--- src/io_line_map.svh ---
// Purpose: constants for the i/o line sampler (field layout, codes, timing)
// Assumes: 100 MHz clock, 13 general lines, 6 analog channels
// Notes:   the header holds definitions only
// Functional notes
// - line codes: 0 input, 1/7 alternate, 2 analog/pwm, 3 monitored, 4 low, 5 high
// - each digital input has a pull enable and a pull direction bit
// - first record field is the sample set count, always one
// - two-byte digital mask, bits 0..12 map to general lines 0..12
// - one-byte analog mask, bits 0..5 mark analog channels 0..5
// - digital state bytes present only when some digital line is enabled
// - text query gives cr-separated list (code sends the same binary record, tagged DEST_HOST_TEXT), framed query a response frame payload
// - interval zero disables periodic sampling
// - nonzero interval samples every that many milliseconds and transmits
// - periodic samples go to the high/low destination address
// - received samples reach the host only in framed mode, else discarded
// - sleeping device samples while awake, stops when wake hold expires
`ifndef IO_LINE_MAP_SVH
`define IO_LINE_MAP_SVH
`define CFG_UNMONITORED   3'h0
`define CFG_ALT_PIN       3'h1
`define CFG_ANALOG_PWM    3'h2
`define CFG_MONITORED     3'h3
`define CFG_OUT_LOW       3'h4
`define CFG_OUT_HIGH      3'h5
`define CFG_ALT_FUNC      3'h7
`define SAMPLE_SET_COUNT  8'h01
`define CR_BYTE           8'h0d
`define MS_NS             1000000
`define CLK_NS            10
`define CYCLES_PER_MS     (`MS_NS / `CLK_NS)
`endif

--- src/io_line_pkg.sv ---
// Purpose: shared types for the i/o line sampler
// Assumes: nothing beyond the header
// Notes:   byte stream carrier
package io_line_pkg;
  typedef struct packed {
    logic [7:0] data;
    logic       last;
  } stream_byte_s;

  typedef enum logic [1:0] {
    DEST_HOST_TEXT   = 2'h0,
    DEST_HOST_FRAMED = 2'h1,
    DEST_REMOTE      = 2'h2
  } sample_dest_e;
endpackage

--- src/byte_fifo.sv ---
// Purpose: parameterised fifo with valid/ready on both sides
// Assumes: single clock, synchronous reset-free storage
// Notes:   one read per cycle, full and empty are exact
module byte_fifo #(
  parameter int WIDTH = 9,
  parameter int DEPTH = 16
) (
  // clock and reset
  input  wire logic             i_clk,
  input  wire logic             i_rst_n,
  // fill side
  input  wire logic             i_in_valid,
  input  wire logic [WIDTH-1:0] i_in_data,
  output logic                  o_in_ready,
  // drain side
  output logic                  o_out_valid,
  output logic [WIDTH-1:0]      o_out_data,
  input  wire logic             i_out_ready
);
  localparam int AW = $clog2(DEPTH);
  logic [WIDTH-1:0] mem_ff [DEPTH];
  logic [AW-1:0]    wr_ff, nxt_wr, rd_ff, nxt_rd;
  logic [AW:0]      cnt_ff, nxt_cnt;
  logic             push, pop;

  // pointer and count update
  always_comb begin
    push    = i_in_valid && (cnt_ff != (AW+1)'(DEPTH));
    pop     = i_out_ready && (cnt_ff != '0);
    nxt_wr  = push ? wr_ff + 1'b1 : wr_ff;
    nxt_rd  = pop ? rd_ff + 1'b1 : rd_ff;
    nxt_cnt = cnt_ff + (AW+1)'(push) - (AW+1)'(pop);
  end

  always_ff @(posedge i_clk or negedge i_rst_n) begin
    if (!i_rst_n) begin
      wr_ff  <= '0;
      rd_ff  <= '0;
      cnt_ff <= '0;
    end else begin
      wr_ff  <= nxt_wr;
      rd_ff  <= nxt_rd;
      cnt_ff <= nxt_cnt;
    end
  end

  // storage has no reset, it is only read below the count
  always_ff @(posedge i_clk) begin
    if (push) begin
      mem_ff[wr_ff] <= i_in_data;
    end
  end

  assign o_in_ready  = (cnt_ff != (AW+1)'(DEPTH));
  assign o_out_valid = (cnt_ff != '0);
  assign o_out_data  = mem_ff[rd_ff];
endmodule // byte_fifo

--- src/io_line_sampler.sv ---
`include "io_line_map.svh"
// Purpose: configures general lines, builds i/o sample records, streams them out
// Assumes: lines and analog values arrive asynchronously, 100 MHz clock
// Notes:   records leave as bytes through a 16-entry fifo, tagged with a destination
module io_line_sampler #(
  parameter int NLINES   = 13,
  parameter int NANALOG  = 6,
  parameter int MS_COUNT = `CYCLES_PER_MS
) (
  // clock and reset
  input  wire logic                        i_clk,
  input  wire logic                        i_reset_n,
  // line configuration, 3-bit code per line
  input  wire logic [NLINES*3-1:0]         i_line_cfg,
  input  wire logic [NLINES-1:0]           i_pull_resistor_enable,
  input  wire logic [NLINES-1:0]           i_pull_direction,
  // physical lines
  input  wire logic [NLINES-1:0]           i_line_in,
  output logic      [NLINES-1:0]           o_line_out,
  output logic      [NLINES-1:0]           o_line_oe,
  output logic      [NLINES-1:0]           o_pull_up_en,
  output logic      [NLINES-1:0]           o_pull_down_en,
  // analog values, 16 bits per channel
  input  wire logic [NANALOG*16-1:0]       i_analog_value,
  // settings
  input  wire logic [15:0]                 i_periodic_sample_interval,
  input  wire logic [31:0]                 i_dest_addr_high,
  input  wire logic [31:0]                 i_dest_addr_low,
  input  wire logic                        i_host_framing_mode,
  input  wire logic                        i_awake,
  // immediate query
  input  wire logic                        i_force_sample_query,
  // received sample bytes from the radio side
  input  wire io_line_pkg::stream_byte_s   i_rx_sample,
  input  wire logic                        i_rx_valid,
  output logic                             o_host_rx_valid,
  output io_line_pkg::stream_byte_s        o_host_rx_sample,
  // outgoing record stream
  output logic                             o_rec_valid,
  output io_line_pkg::stream_byte_s        o_rec_byte,
  output io_line_pkg::sample_dest_e        o_rec_dest,
  output logic      [63:0]                 o_rec_dest_addr,
  input  wire logic                        i_rec_ready,
  output logic                             o_busy
);
  typedef enum logic [2:0] {
    ST_IDLE  = 3'h0,
    ST_EMIT  = 3'h1,
    ST_DONE  = 3'h2
  } build_e;

  // reset release through two flops
  logic rst_meta_ff, rst_n_ff;
  always_ff @(posedge i_clk or negedge i_reset_n) begin
    if (!i_reset_n) begin
      rst_meta_ff <= 1'b0;
      rst_n_ff    <= 1'b0;
    end else begin
      rst_meta_ff <= 1'b1;
      rst_n_ff    <= rst_meta_ff;
    end
  end

  // two-flop synchronisers for lines and analog values
  logic [NLINES-1:0]    line_meta_ff, line_sync_ff;
  logic [NANALOG*16-1:0] ana_meta_ff, ana_sync_ff;
  always_ff @(posedge i_clk or negedge rst_n_ff) begin
    if (!rst_n_ff) begin
      line_meta_ff <= '0;
      line_sync_ff <= '0;
      ana_meta_ff  <= '0;
      ana_sync_ff  <= '0;
    end else begin
      line_meta_ff <= i_line_in;
      line_sync_ff <= line_meta_ff;
      ana_meta_ff  <= i_analog_value;
      ana_sync_ff  <= ana_meta_ff;
    end
  end

  function automatic logic [2:0] cfg_of(input logic [NLINES*3-1:0] c, input int i);
    cfg_of = c[i*3 +: 3];
  endfunction

  // per-line decode of the configuration code
  logic [NLINES-1:0] dig_en, nxt_out, nxt_oe, nxt_pu, nxt_pd;
  logic [NANALOG-1:0] ana_en;
  genvar g;
  generate
    for (g = 0; g < NLINES; g++) begin : g_line
      always_comb begin
        dig_en[g]  = (cfg_of(i_line_cfg, g) == `CFG_MONITORED);
        nxt_oe[g]  = (cfg_of(i_line_cfg, g) == `CFG_OUT_LOW) ||
                     (cfg_of(i_line_cfg, g) == `CFG_OUT_HIGH);
        nxt_out[g] = (cfg_of(i_line_cfg, g) == `CFG_OUT_HIGH);
        // pulls act whenever the line is not driven as an output (codes 4 and 5)
        nxt_pu[g]  = !nxt_oe[g] && i_pull_resistor_enable[g] && i_pull_direction[g];
        nxt_pd[g]  = !nxt_oe[g] && i_pull_resistor_enable[g] && !i_pull_direction[g];
      end
    end
    for (g = 0; g < NANALOG; g++) begin : g_ana
      assign ana_en[g] = (cfg_of(i_line_cfg, g) == `CFG_ANALOG_PWM);
    end
  endgenerate

  always_ff @(posedge i_clk or negedge rst_n_ff) begin
    if (!rst_n_ff) begin
      o_line_out     <= '0;
      o_line_oe      <= '0;
      o_pull_up_en   <= '0;
      o_pull_down_en <= '0;
    end else begin
      o_line_out     <= nxt_out;
      o_line_oe      <= nxt_oe;
      o_pull_up_en   <= nxt_pu;
      o_pull_down_en <= nxt_pd;
    end
  end

  // millisecond enable and interval counter
  logic [31:0] ms_cnt_ff, nxt_ms_cnt;
  logic [15:0] ivl_cnt_ff, nxt_ivl_cnt;
  logic        ms_tick, periodic_req;
  always_comb begin
    ms_tick      = (ms_cnt_ff == 32'(MS_COUNT - 1));
    nxt_ms_cnt   = ms_tick ? '0 : ms_cnt_ff + 32'h1;
    nxt_ivl_cnt  = ivl_cnt_ff;
    periodic_req = 1'b0;
    // zero interval or asleep holds the counter clear
    if (i_periodic_sample_interval == 16'h0 || !i_awake) begin
      nxt_ivl_cnt = '0;
    end else if (ms_tick) begin
      if (ivl_cnt_ff + 16'h1 >= i_periodic_sample_interval) begin
        nxt_ivl_cnt  = '0;
        periodic_req = 1'b1;
      end else begin
        nxt_ivl_cnt = ivl_cnt_ff + 16'h1;
      end
    end
  end

  always_ff @(posedge i_clk or negedge rst_n_ff) begin
    if (!rst_n_ff) begin
      ms_cnt_ff  <= '0;
      ivl_cnt_ff <= '0;
    end else begin
      ms_cnt_ff  <= nxt_ms_cnt;
      ivl_cnt_ff <= nxt_ivl_cnt;
    end
  end

  // record builder: byte list snapshotted at start, emitted into the fifo
  localparam int MAXB = 4 + 2 + 2 * NANALOG;
  build_e         st_ff, nxt_st;
  logic [7:0]     buf_ff [MAXB];
  logic [7:0]     nxt_buf [MAXB];
  logic [4:0]     len_ff, nxt_len, idx_ff, nxt_idx;
  io_line_pkg::sample_dest_e dest_ff, nxt_dest;
  logic           pend_q_ff, nxt_pend_q, pend_p_ff, nxt_pend_p;
  logic           fifo_in_ready;
  logic           push;
  io_line_pkg::stream_byte_s push_byte;
  logic [15:0]    dmask, dstate;

  always_comb begin
    nxt_st     = st_ff;
    nxt_len    = len_ff;
    nxt_idx    = idx_ff;
    nxt_dest   = dest_ff;
    nxt_buf    = buf_ff;
    // requests arriving while busy are held, a set in the starting cycle is served by that record unless a query takes that record
    nxt_pend_q = pend_q_ff || i_force_sample_query;
    nxt_pend_p = pend_p_ff || periodic_req;
    push       = 1'b0;
    push_byte  = '0;
    dmask      = 16'(dig_en);
    dstate     = 16'(line_sync_ff & dig_en);
    case (st_ff)
      ST_IDLE: begin
        if (nxt_pend_q || nxt_pend_p) begin
          // query has priority over the periodic sample
          if (nxt_pend_q) begin
            nxt_dest   = i_host_framing_mode ? io_line_pkg::DEST_HOST_FRAMED
                                             : io_line_pkg::DEST_HOST_TEXT;
            nxt_pend_q = 1'b0;
          end else begin
            nxt_dest   = io_line_pkg::DEST_REMOTE;
            nxt_pend_p = 1'b0;
          end
          nxt_buf[0] = `SAMPLE_SET_COUNT;
          nxt_buf[1] = dmask[15:8];
          nxt_buf[2] = dmask[7:0];
          nxt_buf[3] = 8'(ana_en);
          nxt_len    = 5'h4;
          if (dig_en != '0) begin
            nxt_buf[nxt_len]        = dstate[15:8];
            nxt_buf[nxt_len + 5'h1] = dstate[7:0];
            nxt_len                 = nxt_len + 5'h2;
          end
          for (int a = 0; a < NANALOG; a++) begin
            if (ana_en[a]) begin
              nxt_buf[nxt_len]        = ana_sync_ff[a*16+8 +: 8];
              nxt_buf[nxt_len + 5'h1] = ana_sync_ff[a*16 +: 8];
              nxt_len                 = nxt_len + 5'h2;
            end
          end
          nxt_idx = '0;
          nxt_st  = ST_EMIT;
        end
      end
      ST_EMIT: begin
        // fifo back-pressure stalls the builder
        if (fifo_in_ready) begin
          push           = 1'b1;
          push_byte.data = buf_ff[idx_ff];
          push_byte.last = (idx_ff == len_ff - 5'h1);
          nxt_idx        = idx_ff + 5'h1;
          if (push_byte.last) begin
            nxt_st = ST_DONE;
          end
        end
      end
      ST_DONE: begin
        nxt_st = ST_IDLE;
      end
      default: begin
        nxt_st = ST_IDLE;
      end
    endcase
  end

  always_ff @(posedge i_clk or negedge rst_n_ff) begin
    if (!rst_n_ff) begin
      st_ff     <= ST_IDLE;
      len_ff    <= '0;
      idx_ff    <= '0;
      dest_ff   <= io_line_pkg::DEST_HOST_TEXT;
      pend_q_ff <= 1'b0;
      pend_p_ff <= 1'b0;
      for (int i = 0; i < MAXB; i++) begin
        buf_ff[i] <= '0;
      end
    end else begin
      st_ff     <= nxt_st;
      len_ff    <= nxt_len;
      idx_ff    <= nxt_idx;
      dest_ff   <= nxt_dest;
      pend_q_ff <= nxt_pend_q;
      pend_p_ff <= nxt_pend_p;
      buf_ff    <= nxt_buf;
    end
  end

  // fifo in the record path; destination rides with each byte
  logic        fifo_out_valid;
  logic [10:0] fifo_out_data;
  logic        fifo_pop;
  byte_fifo #(
    .WIDTH (11),
    .DEPTH (16)
  ) u_fifo (
    .i_clk       (i_clk),
    .i_rst_n     (rst_n_ff),
    .i_in_valid  (push),
    .i_in_data   ({dest_ff, push_byte}),
    .o_in_ready  (fifo_in_ready),
    .o_out_valid (fifo_out_valid),
    .o_out_data  (fifo_out_data),
    .i_out_ready (fifo_pop)
  );

  // output register stage, refilled when empty or taken
  logic out_free;
  assign out_free = !o_rec_valid || i_rec_ready;
  assign fifo_pop = out_free;
  always_ff @(posedge i_clk or negedge rst_n_ff) begin
    if (!rst_n_ff) begin
      o_rec_valid     <= 1'b0;
      o_rec_byte      <= '0;
      o_rec_dest      <= io_line_pkg::DEST_HOST_TEXT;
      o_rec_dest_addr <= '0;
      o_busy          <= 1'b0;
    end else begin
      if (out_free) begin
        o_rec_valid <= fifo_out_valid;
        o_rec_byte  <= fifo_out_data[8:0];
        o_rec_dest  <= io_line_pkg::sample_dest_e'(fifo_out_data[10:9]);
      end
      o_rec_dest_addr <= {i_dest_addr_high, i_dest_addr_low};
      o_busy          <= (nxt_st != ST_IDLE);
    end
  end

  // received samples pass to the host only in framed mode
  always_ff @(posedge i_clk or negedge rst_n_ff) begin
    if (!rst_n_ff) begin
      o_host_rx_valid  <= 1'b0;
      o_host_rx_sample <= '0;
    end else begin
      o_host_rx_valid  <= i_rx_valid && i_host_framing_mode;
      o_host_rx_sample <= i_rx_sample;
    end
  end
endmodule // io_line_sampler

--- config.mk ---
export PLATFORM = sky130hd
export DESIGN_NAME = io_line_sampler
export DESIGN_NICKNAME = d
export VERILOG_FILES = /design/src/io_line_pkg.sv /design/src/byte_fifo.sv /design/src/io_line_sampler.sv
export VERILOG_INCLUDE_DIRS = /design/src
export SDC_FILE = /design/constraint.sdc
export NUM_CORES = 1
export LEC_CHECK = 0
export BUFFER_PORTS_ARGS = -buffer_cell sky130_fd_sc_hd__buf_2
export CAP_MARGIN = 10
export CORE_MARGIN = 2
export CORE_UTILIZATION = 55
export DETAILED_ROUTE_END_ITERATION = 12
export PLACE_DENSITY = 0.77
export SLEW_MARGIN = 15
export SYNTH_ARGS = -nofsm -noshare
export SYNTH_HDL_FRONTEND = slang
export SYNTH_SLANG_ARGS = --single-unit
export TNS_END_PERCENT = 1
--- constraint.sdc ---
create_clock -name i_clk -period 28.1 [get_ports i_clk]
set_clock_uncertainty 0.1 [all_clocks]
set_input_delay 2.81 -clock i_clk [delete_from_list [all_inputs] [get_ports i_clk]]
set_output_delay 2.81 -clock i_clk [all_outputs]
set_load 0.005 [all_outputs]
# Word level (Yosys, flattened, before mapping)
# Memory sizes are Yosys's and may differ from the RTL's. A register that Yosys moved wholly into a read port is not among the register bits.
# Index checks and enable logic that the tools add are counted.
# word_totals
reg_bits	570
out_inout_bits	139
wordCells	371
ramBits	176
in_bits	270
memories	1
# op_classes
order_cmp	26
reduce_logical	110
mux	104
n_bitwise	14
add_sub_neg	20
eq_ne	51
# mem_list
name	depth	word_bits	read_ports	rd_clocked_by_memory_dff	wr	line_no	source
u_fifo.mem_ff	16	11	1	1	1	byte_fifo.sv:21	logic [WIDTH-1:0] mem_ff [DEPTH];
# op_table
cell	n
two-way mux 144 bit	16
bitwise mux 144 bit	12
demux 8 bit (select 5 bit)	12
two-way mux 8 bit	14
two-way mux 5 bit	20
two-way mux 16 bit	6
equality test 3 bit (second input constant)	26
>= comparator 6 bit (second input constant)	13
inverter 5 -> 6 bit	13
less-than comparator 6 x 1 -> 1 bit (second input constant)	12
equality test 3 x 2 -> 1 bit (second input constant)	19
logical AND 1 bit	54
binary-select mux 8 bit (select 5 bit)	1
adder 5 x 1 -> 5 bit (second input constant)	7
adder 32 x 1 -> 32 bit (second input constant)	1
equality test 32 x 17 -> 1 bit (second input constant)	1
two-way mux 32 bit	1
adder 5 x 2 -> 5 bit (second input constant)	6
zero test 1 bit	29
logical OR 1 bit	18
two-way mux 9 bit	2
adder 16 x 1 -> 16 bit (second input constant)	1
>= comparator 16 bit	1
zero test 16 bit	1
21 further kinds	39

# Depth between registers and ports, before layout
# logic_depth
word_depth	42
mapped_depth	26
depth_no_buf	23

# Cells and area by module
# Synthesis repeated with hierarchy kept, for this count alone.
# hier_totals
cells_unflattened	3155
area_unflattened_um2	35895.7
# modules_own_cells
mod	cells_each	n_inst	area_per_inst_um2	seq_area_each_um2
io_line_sampler	2748	1	28323.4	14188.6
byte_fifo	407	1	7572.3	5610.4

# Worst setup path after synthesis
# OpenSTA, ideal clock, no wires.
# synth_timing
path_kind	input to register
startpoint	input port i_line_cfg[6]
endpoint	register buf_ff[18] in the netlist's numbering
required_ns	27.874
setup_ns	0.126
n_path_buf	4
slack_ns	19.761
arrival_time_ns	8.113
path_stages	23
cell_sequence	clkbuf_1 and3b_1 nand4b_1 or4_1 clkinv_1 clkbuf_1 fa_1 ha_1 or4b_1 nand2_1 ha_1 nand2_1 o31a_1 ha_1 mux2i_1 inv_1 ha_1 nand2_1 nor2_1 and3_1 buf_2 buf_6 a221o_1
# synth_between
elab_chain_cells	38
word_cells_on_any_way	132
classes_between	add/sub: 11; order compare: 24; eq/ne: 2; mux: 70; bitwise: 12; reduce/logical: 13
# synth_rtl
element	line_no	source
from (decl)	io_line_sampler.sv:14	input wire logic [NLINES*3-1:0] i_line_cfg,
branches (longest 37 deep; another with adder 5 x 2 -> 5 bit)	--	
two-way mux 144 bit (*)	io_line_sampler.sv:201	if (ana_en[a]) begin
to (signal assigned)	io_line_sampler.sv:250	buf_ff <= nxt_buf;
to (decl)	io_line_sampler.sv:155	logic [7:0] buf_ff [MAXB];
# Every way passes the cells marked *. The select of a mux whose other input is x is not followed.
# A chain may end at the register's enable or synchronous reset.

# Worst setup path in the final report
# layout_timing
startpoint	input port i_line_cfg[14]
endpoint	register buf_ff[91] in the netlist's numbering
# The elaborated chain is that of the path after synthesis.

==> summary.txt <==
Run status
  – Status: complete, no violations

Worst setup path
  – Delay-heaviest family, CP: simple AND/OR/NAND/NOR gates
  – CP arrival: 9.48 ns
  – Crit Path Max Fanout: 22
  – Worst setup EP type: register
  – Critical Path, Cell by Cell: buf_2 > nand3b_1 > nand4_1 > or4_1 > clkinv_1 > ha_1 > nor4b_2 > a21oi_1 > ha_1 > or4b_1 > nand2_1 > ha_1 > nand2_1 > o31a_1 > ha_1 > nand2_1 > nor2_1 > buf_4 > nand3_1 > o21ai_0 > a221oi_1 > o221ai_1
  – Worst setup SP type: primary input
  – Critical path class: primary input to register
  – Worst Path Required: 28.55 ns
  – Worst path slowest cell: nand3_1
  – Most used cell along the critical path: ha_1
  – CP Buf/Inv Count: 3
  – CP peak stage delay: 0.79 ns

Cells and area
  – Final instance area: 39800 sq um
  – Commonest non-fill, non-tap cell in the layout: dfrtp_1
  – # fillers: 4773
  – Layout area overhead: 14.8%
  – Nets: 3538
  – Register Area: 19800 sq um
  – Layout cell share with drive strength beyond 1: 23.2%
  – N_diodes: 0
  – Multi-input logic area: around 14000 sq um
  – Highest-count cells in the layout ignoring fill and taps: 577 x dfrtp_1, 408 x buf_2, 355 x nand2_1

Synthesis
  – Asr flop ratio synth: roughly 77%
  – Syn avg cell area: 11.9 sq um
  – Ys Warns: 0
  – Post-synth EDFFs: 176
  – Cells after Synth: a little under 3k
  – Sequential share of the synthesized area: about 57%
  – Synth top area share: 41.9%
  – Post-synth top area cell: dfrtp_1
  – Post-synth net total: approximately 3.2k
  – Synth cell types: 88
  – Seq cells post-synth: approximately 760
  – Post-synth top flop: dfrtp_1
  – Mapped cell area: 34700 sq um
  – Synth top area cells: dfrtp_1 42%, edfxtp_1 15%, mux4_2 6.2%

STA
  – Pin slew with the least headroom to its limit: 1.28 ns
  – Max-slew violations: 0
  – Final setup margin: roughly 19 ns
  – Final Hold Fails: 0
  – Fmax: about 0.11 GHz
  – Setup-failing EPs final: 0
  – Crit share post-route: 32.1%
  – Total negative slack: 0 ns
  – RSZ-0062 raised after global routing: no
  – Relative slew slack: 14.4%
  – Post-layout minimum cycle time: 9.03 ns

Floorplanning
  – Std-Cell Rows: 92
  – IO Pins: between 400 and 500
  – Initial Util: 55.3%
  – Die area: 65100 sq um
  – Placeable core region: 62700 sq um
  – Die X: 255 um
  – DIE HEIGHT: ~260 um

Route
  – Via/cell ratio: 6.55
  – Vias: between 20k and 30k
  – Routed len/inst: between 20 and 30 um
  – Initial drt markers: 3657
  – Initial DRT Pass Iterations: 6
  – Final ANT Viol Nets: 0
  – DRC violation count after routing: 0
  – Final WL: 115000 um

Job
  – Max-cap viol count: 0

Clocking
  – Root buffer cell: clkbuf_16
  – Setup Fix Bufs, Post-CTS: 0
  – Clk_lat worst skew: 0.64 ns
  – H-tree depth: 3
  – Post-CTS Hold Fix Bufs: 0
  – Clock Path Buffers: 3
  – CTS tree: yes
  – CTS clk-pin slew, worst paths: 0.07 ns
  – Clock sink count: 756
  – Post-cts gate resize count: 0
  – CTS Buf Count: 79

Power and ir drop
  – PwrDens: 78.4 nW/um^2
  – Worst VDD drop: 0.0000602 V
  – Static Leak: 0.0176 uW

Global route
  – Global-route wire length before repair: 171000 um
  – GRT overflow: 0
  – All-Layer GR Usage: ~36%
  – Initial antenna violation count: 4
  – Maximum number of pins on one net before global-route repair: around 160
  – Number of global-route vias before repair: 27.1k

Placement
  – GP Congestion: 1.06
  – DP Worst Slack: between 15 and 20 ns
  – Port bufs: 408
  – Placed cell area: 37200 sq um
  – HPWL Detailed: 77200 um

Hold path
  – Type of the worst min-delay path: register to register
==> cells by family after synthesis <==
kind of cell / count (synthesis) / share of synthesized area, %
compound gates: 558 / 12.5
buf+inv: 314 / 3.81
mux: 209 / 9.57
flops: 756 / 57.1
other cells: 2 / 0.0217
xor+xnor: 70 / 1.81
simple gates: 948 / 13.2
fa+ha+maj: 55 / 2.02
==> path summary, 6_finish.rpt <==
path | startpoint | endpoint | slack [ns] | cells after the start
worst max-delay path | i_line_cfg[14] | buf_ff[91]$_DFFE_PN0P_ | 19.07 | 22
worst min-delay path | ana_meta_ff[51]$_DFF_PN0_ | ana_sync_ff[51]$_DFF_PN0_ | 0.24 | 0
worst max register to register | ivl_cnt_ff[0]$_DFFE_PN0P_ | buf_ff[137]$_DFFE_PN0P_ | 22.41 | 16
worst min register to register | ana_meta_ff[51]$_DFF_PN0_ | ana_sync_ff[51]$_DFF_PN0_ | 0.24 | 0
max in group asynchronous | rst_n_ff$_DFF_PN0_ | ana_sync_ff[46]$_DFF_PN0_ | 24.44 | 3
min in group asynchronous | rst_n_ff$_DFF_PN0_ | o_rec_dest_addr[8]$_DFF_PN0_ | 0.27 | 0
==> worst register-to-register path, delay by kind of cell, from the launching register on <==
family / cells / cell delay, ns
adders and majority gates: 2 / 0.43
DFF: 1 / 0.42
AOI/OAI and AO/OA: 3 / 0.78
and+or+nand+nor: 8 / 2.59
buffers and inverters: 2 / 1.05
xor gates and xnor gates: 1 / 0.24
==> flip-flops by register name (all words and copies together) (netlist names), 13 cells and up <==
signal	cells
u_fifo.mem_ff	176
line_meta_ff	13
buf_ff	144
ana_sync_ff	96
o_line_out	13
o_pull_down_en	13
o_pull_up_en	13
o_rec_dest_addr	64
ana_meta_ff	96
ms_cnt_ff	32
line_sync_ff	13
o_line_oe	13
ivl_cnt_ff	16
==> synth_stat cells, types with 27 or more instances <==
cell and number:
ha_1 52, buf_2 32, dfrtp_1 580, o211ai_1 125
nand3_1 207, o21ai_0 89, xnor2_1 42, edfxtp_1 176
xor2_1 27, and2_1 34, inv_1 76, mux2i_1 92
o2111ai_1 66, a21oi_1 32, nand2_1 357, and3_1 46
nor2_1 146, mux4_2 96, clkbuf_1 147, buf_1 30
==> routing by layer <==
layer	global-route usage [%]	part of all wire [%]	up-vias
li1	-	-	11300
met2	54.2	45	1790
met3	11.1	11	519
met4	24.6	7.7	4
met5	0	0.024	-
met1	43.8	35	13300
==> layout make-up <==
type                       count  area share, %
clock buffer                 109           5.56
clock inverter                35          0.890
inverter                      78          0.736
multi-input combinational   1842           34.3
sequential                   756           49.8
tap                          846           2.66
timing repair buffer         457           6.09
==> power breakdown <==
group,switching (uW),internal (uW)
registers,124,1250
logic,385,324
clock network,448,593
==> per-stage QoR <==
stage,std cells,utilization [%],power [uW],hold slack (ns)
after global routing,4123,63.4,3240,0.243
final,4123,63.4,3120,0.242
after global placement,3979,59.3,2040,0.232
after floorplan,2912,-,1840,0.231
after detailed placement,3979,59.3,2070,0.235
after CTS,4123,63.4,3110,0.235
Power figures use the tool's default switching activity.
